`src/tuner_pkg.sv`:
```
package tuner_pkg;

  // ---------------------------------------------------------------------
  // Control bus addressing
  // ---------------------------------------------------------------------
  localparam logic [2:0] ADDR_HOLD0 = 3'h0;
  localparam logic [2:0] ADDR_HOLD1 = 3'h1;
  localparam logic [2:0] ADDR_HOLD2 = 3'h2;
  localparam logic [2:0] ADDR_HOLD3 = 3'h3;
  localparam logic [2:0] ADDR_TRANSFER = 3'h4;
  localparam int DEST_W = 4;
  localparam logic [3:0] DEST_DECIM_CTRL = 4'h4;
  localparam logic [3:0] DEST_CHIP_CONFIG = 4'h6;
  localparam logic [3:0] DEST_PHASE_OFFSET = 4'h7;
  localparam logic [3:0] DEST_OUTPUT_FORCE = 4'h8;
  localparam logic [3:0] DEST_AGC_SAMPLE = 4'h9;

  // ---------------------------------------------------------------------
  // Widths and field positions
  // ---------------------------------------------------------------------
  localparam int BYTE_W = 8;
  localparam int WORD_W = 32;
  localparam int PHASE_W = 32;
  localparam int SPH_W = 5;
  localparam int IQ_W = 10;
  localparam int AGC_W = 8;
  localparam int OFFSET_W = 8;
  localparam int SEL_W = 2;
  localparam int OFFSET_SHIFT = 24;
  localparam int SPH_BASE = 24;
  localparam int DECIM_TEST_EN = 3;
  localparam int CFG_CARRIER_LOAD = 9;
  localparam int CFG_RESAMP_LOAD = 10;
  localparam int CFG_SPH_SEL_LO = 11;
  localparam int CFG_SPH_CONT = 13;
  localparam int CFG_CLEAR = 14;
  localparam int TST_SPH_LO = 0;
  localparam int TST_STROBE = 5;
  localparam int TST_LEVEL = 6;
  localparam int TST_I_LO = 7;
  localparam int TST_READY = 17;
  localparam int TST_TERMINAL = 18;
  localparam int TST_Q_LO = 19;

  // ---------------------------------------------------------------------
  // Reset values
  // ---------------------------------------------------------------------
  localparam logic [31:0] CHIP_CONFIG_RESET = 32'h0000_0600;
  localparam logic [31:0] WORD_RESET = 32'h0000_0000;
  localparam logic [7:0] BYTE_RESET = 8'h00;

  function automatic logic [SPH_W-1:0] sph_select(
    input logic [PHASE_W-1:0] acc,
    input logic [SEL_W-1:0] sel
  );
    sph_select = acc[SPH_BASE + int'(sel) +: SPH_W];
  endfunction

endpackage
```
`src/nco_if.sv`:
```
`timescale 1ns/1ps
interface nco_if;
  logic [tuner_pkg::PHASE_W-1:0] freq;
  logic load;
  logic clear;
  logic [tuner_pkg::PHASE_W-1:0] phase;
  logic carry;
  modport ctrl(output freq, output load, output clear,
    input phase, input carry);
  modport acc(input freq, input load, input clear,
    output phase, output carry);
endinterface

```
`src/nco_accumulator.sv`:
```
`timescale 1ns/1ps
module nco_accumulator (
  input wire logic clock,
  input wire logic rst,
  nco_if.acc ncoPort
);

  logic [tuner_pkg::PHASE_W-1:0] phase_reg;
  logic carry_reg;
  logic [tuner_pkg::PHASE_W-1:0] feedback;
  logic [tuner_pkg::PHASE_W:0] sum;

  // With load low the feedback is zeroed, so the phase sits at the
  // frequency word instead of advancing.
  always_comb begin
    feedback = ncoPort.load ? phase_reg : '0;
    sum = {1'b0, feedback} + {1'b0, ncoPort.freq};
  end

  always_ff @(posedge clock) begin
    if (rst || ncoPort.clear) begin
      phase_reg <= '0;
      carry_reg <= 1'b0;
    end else begin
      phase_reg <= sum[tuner_pkg::PHASE_W-1:0];
      carry_reg <= sum[tuner_pkg::PHASE_W];
    end
  end

  assign ncoPort.phase = phase_reg;
  assign ncoPort.carry = carry_reg;

endmodule

```
`src/output_forcer.sv`:
```
`timescale 1ns/1ps
module output_forcer (
  input wire logic clock,
  input wire logic rst,
  input wire logic testMode,
  input wire logic [31:0] forceWord,
  input wire logic [tuner_pkg::SPH_W-1:0] samplePhaseIn,
  input wire logic sampleStrobeIn,
  input wire logic levelCompareIn,
  input wire logic [tuner_pkg::IQ_W-1:0] inphaseIn,
  input wire logic dataReadyIn,
  input wire logic terminalIn,
  input wire logic [tuner_pkg::IQ_W-1:0] quadratureIn,
  output logic [tuner_pkg::SPH_W-1:0] samplePhaseOut,
  output logic sampleStrobeOut,
  output logic levelCompareOut,
  output logic [tuner_pkg::IQ_W-1:0] inphaseOut,
  output logic dataReadyOut,
  output logic terminalOut,
  output logic [tuner_pkg::IQ_W-1:0] quadratureOut
);

  always_ff @(posedge clock) begin
    if (rst) begin
      samplePhaseOut <= '0;
      sampleStrobeOut <= 1'b0;
      levelCompareOut <= 1'b0;
      inphaseOut <= '0;
      dataReadyOut <= 1'b0;
      terminalOut <= 1'b0;
      quadratureOut <= '0;
    end else if (testMode) begin // RL13
      samplePhaseOut <= forceWord[tuner_pkg::TST_SPH_LO +: // RL8
        tuner_pkg::SPH_W];
      sampleStrobeOut <= forceWord[tuner_pkg::TST_STROBE]; // RL9
      levelCompareOut <= forceWord[tuner_pkg::TST_LEVEL]; // RL9
      inphaseOut <= forceWord[tuner_pkg::TST_I_LO +: tuner_pkg::IQ_W]; // RL10
      dataReadyOut <= forceWord[tuner_pkg::TST_READY]; // RL11
      terminalOut <= forceWord[tuner_pkg::TST_TERMINAL]; // RL11
      // RL12 RL15
      quadratureOut <= forceWord[tuner_pkg::TST_Q_LO +: tuner_pkg::IQ_W];
    end else begin
      samplePhaseOut <= samplePhaseIn;
      sampleStrobeOut <= sampleStrobeIn;
      levelCompareOut <= levelCompareIn;
      inphaseOut <= inphaseIn;
      dataReadyOut <= dataReadyIn;
      terminalOut <= terminalIn;
      quadratureOut <= quadratureIn;
    end
  end

endmodule

```
`src/tuner_control.sv`:
```
// What this block does
// [RL1] Config bit 9 gates carrier NCO feedback
// [RL2] Config bit 10 gates resampler NCO feedback
// [RL3] Select field picks five resampler phase bits
// [RL4] Bit 13: continuous or data-ready phase update
// [RL5] Bit 14 holds accumulators at zero
// [RL6] Clear reaches carrier, resampler, external accumulators
// [RL7] Signed offset byte adds pi*n/128 phase
// [RL8] Test mode forces sample phase pins
// [RL9] Test mode forces strobe and level outputs
// [RL10] Test mode forces in-phase outputs
// [RL11] Test mode forces ready and terminal outputs
// [RL12] Test mode forces quadrature outputs
// [RL13] Forcing only while test enable bit set
// [RL14] Destination 9 write captures AGC accumulator
// [RL15] Bit 28 drives quadrature MSB
// [RL16] Reserved bits ignored on write
`timescale 1ns/1ps
module tuner_control (
  input wire logic clock,
  input wire logic rst,
  input wire logic wrStrobe,
  input wire logic rdStrobe,
  input wire logic [2:0] busAddr,
  input wire logic [7:0] controlBusIn,
  output logic [7:0] controlBusOut,
  output logic controlBusOeN,
  input wire logic [31:0] carrierFreq,
  input wire logic [31:0] resampFreq,
  input wire logic [9:0] inphaseIn,
  input wire logic [9:0] quadratureIn,
  input wire logic dataReadyIn,
  input wire logic levelCompareIn,
  input wire logic [7:0] agcAccumIn,
  output logic [4:0] samplePhaseOut,
  output logic sampleStrobeOut,
  output logic outputDataReady,
  output logic levelCompareOut,
  output logic [9:0] inphaseOut,
  output logic [9:0] quadratureOut,
  output logic carrierTerminalPhaseOut,
  output logic [7:0] carrierPhaseOut,
  output logic clearAccumulators
);

  // ---------------------------------------------------------------------
  // Control words
  // ---------------------------------------------------------------------
  logic [31:0] hold_reg;
  logic [31:0] chipConfig_reg;
  logic [7:0] phaseOffset_reg;
  logic [31:0] outputForce_reg;
  logic testMode_reg;
  logic [7:0] agcSample_reg;
  logic [7:0] busOut_reg;
  logic busOeN_reg;
  logic [4:0] samplePhase_reg;
  logic sampleStrobe_reg;
  logic [7:0] carrierPhase_reg;
  logic clear_reg;
  logic transfer;
  logic [3:0] dest;
  logic [31:0] chipConfig_next;
  logic phaseUpdate;

  assign transfer = wrStrobe && (busAddr == tuner_pkg::ADDR_TRANSFER);
  assign dest = controlBusIn[tuner_pkg::DEST_W-1:0];

  // Words are assembled a byte at a time and only take effect when the
  // transfer names a destination, so a half-written word never steers
  // the datapath.
  always_ff @(posedge clock) begin
    if (rst) begin
      hold_reg <= tuner_pkg::WORD_RESET;
    end else if (wrStrobe) begin
      unique case (busAddr)
        tuner_pkg::ADDR_HOLD0: hold_reg[7:0] <= controlBusIn;
        tuner_pkg::ADDR_HOLD1: hold_reg[15:8] <= controlBusIn;
        tuner_pkg::ADDR_HOLD2: hold_reg[23:16] <= controlBusIn;
        tuner_pkg::ADDR_HOLD3: hold_reg[31:24] <= controlBusIn;
        default: hold_reg <= hold_reg;
      endcase
    end
  end

  // Only bits 14 to 9 steer this block; the rest are stored as
  // zero and the reserved field is never kept.
  always_comb begin
    chipConfig_next = '0;
    chipConfig_next[tuner_pkg::CFG_CLEAR:tuner_pkg::CFG_CARRIER_LOAD] =
      hold_reg[tuner_pkg::CFG_CLEAR:tuner_pkg::CFG_CARRIER_LOAD]; // RL16
  end

  always_ff @(posedge clock) begin
    if (rst) begin
      chipConfig_reg <= tuner_pkg::CHIP_CONFIG_RESET;
    end else if (transfer && dest == tuner_pkg::DEST_CHIP_CONFIG) begin
      chipConfig_reg <= chipConfig_next;
    end
  end

  always_ff @(posedge clock) begin
    if (rst) begin
      phaseOffset_reg <= tuner_pkg::BYTE_RESET;
    end else if (transfer && dest == tuner_pkg::DEST_PHASE_OFFSET) begin
      phaseOffset_reg <= hold_reg[tuner_pkg::OFFSET_W-1:0]; // RL16
    end
  end

  always_ff @(posedge clock) begin
    if (rst) begin
      outputForce_reg <= tuner_pkg::WORD_RESET;
    end else if (transfer && dest == tuner_pkg::DEST_OUTPUT_FORCE) begin
      outputForce_reg <= {3'h0, hold_reg[28:0]}; // RL16
    end
  end

  // Of the decimation control word only the test enable lives here.
  always_ff @(posedge clock) begin
    if (rst) begin
      testMode_reg <= 1'b0;
    end else if (transfer && dest == tuner_pkg::DEST_DECIM_CTRL) begin
      testMode_reg <= hold_reg[tuner_pkg::DECIM_TEST_EN]; // RL13
    end
  end

  always_ff @(posedge clock) begin
    if (rst) begin
      agcSample_reg <= tuner_pkg::BYTE_RESET;
    end else if (transfer && dest == tuner_pkg::DEST_AGC_SAMPLE) begin
      agcSample_reg <= agcAccumIn; // RL14
    end
  end

  // ---------------------------------------------------------------------
  // Read back
  // ---------------------------------------------------------------------
  // The bus drives only while a read is held; the captured AGC byte is
  // the only readable value so the host cannot see a moving accumulator.
  always_ff @(posedge clock) begin
    if (rst) begin
      busOut_reg <= tuner_pkg::BYTE_RESET;
      busOeN_reg <= 1'b1;
    end else begin
      busOut_reg <= rdStrobe ? agcSample_reg : tuner_pkg::BYTE_RESET; // RL14
      busOeN_reg <= !rdStrobe;
    end
  end

  // ---------------------------------------------------------------------
  // Oscillators
  // ---------------------------------------------------------------------
  nco_if carrierIf();
  nco_if resampIf();

  assign carrierIf.freq = carrierFreq;
  assign carrierIf.load = chipConfig_reg[tuner_pkg::CFG_CARRIER_LOAD]; // RL1
  assign carrierIf.clear = chipConfig_reg[tuner_pkg::CFG_CLEAR]; // RL5
  assign resampIf.freq = resampFreq;
  assign resampIf.load = chipConfig_reg[tuner_pkg::CFG_RESAMP_LOAD]; // RL2
  assign resampIf.clear = chipConfig_reg[tuner_pkg::CFG_CLEAR]; // RL6

  nco_accumulator carrierNco (
    .clock(clock),
    .rst(rst),
    .ncoPort(carrierIf.acc)
  );

  nco_accumulator resampNco (
    .clock(clock),
    .rst(rst),
    .ncoPort(resampIf.acc)
  );

  // A full turn is the 32-bit wrap, so pi*n/128 is n placed at bit 24;
  // only the top byte is kept since the offset cannot touch lower bits.
  always_ff @(posedge clock) begin
    if (rst) begin
      carrierPhase_reg <= tuner_pkg::BYTE_RESET;
    end else begin
      carrierPhase_reg <= carrierIf.phase[tuner_pkg::OFFSET_SHIFT +:
        tuner_pkg::OFFSET_W] + phaseOffset_reg; // RL7
    end
  end

  // Accumulators outside this block see the same clear level.
  always_ff @(posedge clock) begin
    if (rst) begin
      clear_reg <= 1'b0;
    end else begin
      clear_reg <= chipConfig_reg[tuner_pkg::CFG_CLEAR]; // RL6
    end
  end

  // ---------------------------------------------------------------------
  // Sample phase
  // ---------------------------------------------------------------------
  assign phaseUpdate = chipConfig_reg[tuner_pkg::CFG_SPH_CONT] ||
    dataReadyIn; // RL4

  always_ff @(posedge clock) begin
    if (rst) begin
      samplePhase_reg <= '0;
      sampleStrobe_reg <= 1'b0;
    end else if (phaseUpdate) begin
      samplePhase_reg <= tuner_pkg::sph_select(resampIf.phase, // RL3
        chipConfig_reg[tuner_pkg::CFG_SPH_SEL_LO +: tuner_pkg::SEL_W]);
      sampleStrobe_reg <= resampIf.carry;
    end
  end

  // ---------------------------------------------------------------------
  // Output forcing
  // ---------------------------------------------------------------------
  output_forcer forcer (
    .clock(clock),
    .rst(rst),
    .testMode(testMode_reg),
    .forceWord(outputForce_reg),
    .samplePhaseIn(samplePhase_reg),
    .sampleStrobeIn(sampleStrobe_reg),
    .levelCompareIn(levelCompareIn),
    .inphaseIn(inphaseIn),
    .dataReadyIn(dataReadyIn),
    .terminalIn(carrierIf.carry),
    .quadratureIn(quadratureIn),
    .samplePhaseOut(samplePhaseOut),
    .sampleStrobeOut(sampleStrobeOut),
    .levelCompareOut(levelCompareOut),
    .inphaseOut(inphaseOut),
    .dataReadyOut(outputDataReady),
    .terminalOut(carrierTerminalPhaseOut),
    .quadratureOut(quadratureOut)
  );

  assign controlBusOut = busOut_reg;
  assign controlBusOeN = busOeN_reg;
  assign carrierPhaseOut = carrierPhase_reg;
  assign clearAccumulators = clear_reg;
endmodule

```
`config.mk`:
```
export PLATFORM = sky130hd
export DESIGN_NAME = tuner_control
export DESIGN_NICKNAME = d
export VERILOG_FILES = /design/src/tuner_pkg.sv /design/src/nco_if.sv /design/src/nco_accumulator.sv /design/src/output_forcer.sv /design/src/tuner_control.sv
export SDC_FILE = /design/constraint.sdc
export NUM_CORES = 1
export LEC_CHECK = 0
export BUFFER_PORTS_ARGS = -buffer_cell sky130_fd_sc_hd__buf_4
export CAP_MARGIN = 25
export CORE_MARGIN = 5
export CORE_UTILIZATION = 60
export DETAILED_ROUTE_END_ITERATION = 6
export HOLD_SLACK_MARGIN = 0.08
export PLACE_DENSITY = 0.87
export SYNTH_ARGS = -nofsm -noshare
export SYNTH_HDL_FRONTEND = slang
export SYNTH_SLANG_ARGS = --single-unit
```
`constraint.sdc`:
```
create_clock -name clock -period 6.3 [get_ports clock]
set_input_delay 0.315 -clock clock [delete_from_list [all_inputs] [get_ports clock]]
set_output_delay 0.315 -clock clock [all_outputs]
set_load 0.01 [all_outputs]
```
==> summary.md <==
| Metric | Value |
|---|---|
| Outcome | `complete, no violations` |
| Boundary pin count | `around 160` |
| CP peak stage delay | `0.95 ns` |
| Slew headroom | `between 30% and 40%` |
| Dpl cell area | `between 10000 and 15000 µm²` |
| 1st-pass router iterations | `5` |
| First-pass GRT wire length | `~42000 µm` |
| Achievable frequency | `0.298 GHz` |
| # DRC | `0` |
| Area share of the largest cell type after synthesis | `between 30% and 40%` |
| CTS Hold Bufs | `0` |
| Post-synth top area cell | `dfxtp_1` |
| Core Util, Final | `about 70%` |
| Syn Area/Cell | `between 8 and 9 µm²` |
| EDFF count, synth | `0` |
| Final Instance Area | `approximately 13000 µm²` |
| Cell variety after synth | `76` |
| PD cells | `~380 nW/µm²` |
| Complex-gate fraction of the synthesized area | `a little under a fifth` |
| VDD IR max | `around 0.00023 V` |
| CP max-delay cell | `dfxtp_1` |
| Layout cells sized above 1 | `~16%` |
| Critical-path cell list | `and2_1 -> ha_1 -> fa_1 -> a211oi_1 -> nor2_1 -> o22ai_1 -> o211a_1 -> or4_1 -> a21oi_1 -> nor3b_2` |
| Final period util | `a little over half` |
| Area grow syn2layout | `17.4%` |
| TritonCTS clock tree | `done` |
| DR vias/cell | `slightly below 6` |
| Max Cap Viol | `0` |
| Filler Cell Count | `1340` |
| Largest family of logic cells by synthesized area | `simple AND/OR/NAND/NOR gates` |
| N_diodes | `0` |
| Buf+Inv Stages, Crit Path | `0` |
| Htree depth | `4` |
| Post-synth ARST share | `0%` |
| Reg area | `~4000 µm²` |
| Largest net degree at the start of global routing | `82` |
| Final Non-Filler Cells | `about 1600` |
| Antenna Nets Post-Route | `0` |
| Slew Limit Fails | `0` |
| Routed len/inst | `16.1 µm` |
| Leak Pwr | `~5.5 nW` |
| Congestion Overflow GR | `0` |
| DP HPWL | `just under 20000 µm` |
| Type of the tightest min-delay check | `in2reg` |
| Setup Crit Path Kind | `reg2reg` |
| CTS root buf | `clkbuf_16` |
| Initial Utilization | `roughly 60%` |
| Cells after synthesis | `between 1000 and 1500` |
| Initial DRC Count | `roughly 740` |
| Unrepaired setup endpoints after global routing | `false` |
| CP max FO | `33` |
| Area occupied by multi-input gates | `approximately 6400 µm²` |
| Nets@finish | `roughly 1600` |
| Ys Warns | `0` |
| Clock sinks | `200` |
| Clock slew at reported path FFs | `about 0.08 ns` |
| Horiz. Die Dim | `about 140 µm` |
| Core ar. | `17800 µm²` |
| Post-Route WL | `26400 µm` |
| Setup_tns | `0 ns` |
| Num CTS Buffers | `17` |
| Die H | `around 140 µm` |
| Worst Path Arrival | `3.66 ns` |
| Top area cells in the synthesized netlist | `dfxtp_1 (37%), ha_1 (8.2%), mux2i_1 (6.2%)` |
| Die area | `a little over 20000 µm²` |
| Post-CTS setup repair buffer count | `0` |
| Least-Margin Pin Slew | `approximately 0.96 ns` |
| Clk Latency, worst-skew pair | `around 0.44 ns` |
| # port buffers | `between 150 and 200` |
| Synthesis-stage register bit count | `200` |
| Worst EP required | `about 6.6 ns` |
| GRT Overall Usage | `about a quarter` |
| CTS resizes | `0` |
| Startpoint Class | `flop` |
| Via count | `9638` |
| Synth Flop Type | `dfxtp_1` |
| Post-Synth XOR/XNOR Area | `about 3%` |
| Area share of fa/ha/maj cells after synthesis | `under 10%` |
| Final min period | `3.36 ns` |
| Initial antenna violation count | `0` |
| Syn Std Cell Area | `roughly 11000 µm²` |
| Max clock buf depth | `2` |
| Post-synthesis sequential area ratio | `a little under two fifths` |
| R2R Setup Slk | `roughly 2.9 ns` |
| Syn Nets | `1462` |
| Worst Skew | `0.0115 ns` |
| Cell family with most CP delay | `simple AND/OR/NAND/NOR gates` |
| Setup-failing EPs final | `0` |
| FP Rows | `about 50` |
| Vias in the first global route | `9155` |
| Post-Place Cells | `1605` |
| CP Capture Type | `flop` |
| Post-Synth Simple-Gate Area | `between 20% and 30%` |
| Final Hold Viols | `0` |
| Routability cong. | `0.946` |
| Mux contribution to synthesized area | `under 10%` |
## metrics by stage
stage | setup slack, ns | power (mW) | hold slack [ns]
2_1_floorplan | 3.66 | 3.23 | 0.430
3_3_place_gp | 3.05 | 3.63 | 0.434
3_5_place_dp | 2.97 | 3.70 | 0.447
4_1_cts | 2.95 | 4.84 | 0.0869
5_1_grt | 2.67 | 5.17 | 0.109
6_report | 2.94 | 4.85 | 0.0995
## where the power goes
part           switching [mW]  internal (mW)  leakage (nW)
combinational            1.22          0.949          3.52
clock                   0.569          0.560         0.304
sequential             0.0753           1.48          1.64
## synth_stat cells (6+ instances only)
master    count
or3_1         6
or2_2         9
inv_1        23
o21bai_1     13
o21a_1       16
nor3b_1       8
nor2_1      146
nor3_1       33
o211ai_1      8
nor2b_1      12
and2_1       82
a211oi_1     14
xnor2_1      22
buf_1         9
a31oi_1       8
o21ai_0      41
mux2i_1      67
and3_1        6
clkbuf_1     47
buf_2         6
nand2_1     144
dfxtp_1     200
xor2_1       15
nand2b_1      6
nand4_1      12
ha_1         71
a21o_1       33
nand3_1      22
a21oi_1     115
## final cells by class
cell class / instances / share of cell area (%)
repair buffers: 161 / 9.60
flip-flops and latches: 200 / 31.6
multi-input cells: 992 / 50.9
inverters: 23 / 0.681
well taps: 229 / 2.26
clock buffers: 18 / 3.47
clock inverters: 14 / 1.50
## per-layer routing
| metal | GRT usage (%) | wire (µm) |
|---|---|---|
| met5 | 0 | 0 |
| met4 | 9.22 | 784 |
| met3 | 4.70 | 1630 |
| met2 | 42.7 | 12800 |
| met1 | 31.3 | 11100 |
## cell families after synthesis
group | count (synthesis)
AOI/OAI and AO/OA | 301
DFF | 200
buffers and inverters | 87
muxes | 72
xor gates and xnor gates | 37
and+or+nand+nor | 508
adders and majority gates | 74
## worst min-delay path, stage by stage
cell,delay (ns)
buf_4,0.07
mux2i_1,0.05
nor2_1,0.07
## layout by cell type (no fill, tap or decap), types with 6 or more instances in the layout
cell type  instances
or3_1              6
nand3_1           22
a21oi_1          115
nand4_1           12
and2_1            82
xor2_1            15
o211ai_1           8
o21bai_1          13
ha_1              71
mux2i_1           67
inv_1             23
a211oi_1          14
dfxtp_1          199
nand2b_1           6
and3_1             6
clkbuf_16         17
a31oi_1            8
nand2_1          144
nor2b_1           12
buf_4            160
o21ai_0           41
or2_2              9
nor3_1            33
nor3b_1            8
o21a_1            16
nor2_1           145
xnor2_1           22
a21o_1            33
## path summary, 6_finish.rpt
path | startpoint | end | depth (start not counted)
max | chipConfig_reg[10] | resampNco.ncoPort.phase[26] | 10
min reg2reg | hold_reg[28] | outputForce_reg[28] | 2
max reg2reg | chipConfig_reg[10] | resampNco.ncoPort.phase[26] | 10
min | quadratureIn[1] | forcer.quadratureOut[1] | 3
Power figures use the tool's default switching activity.
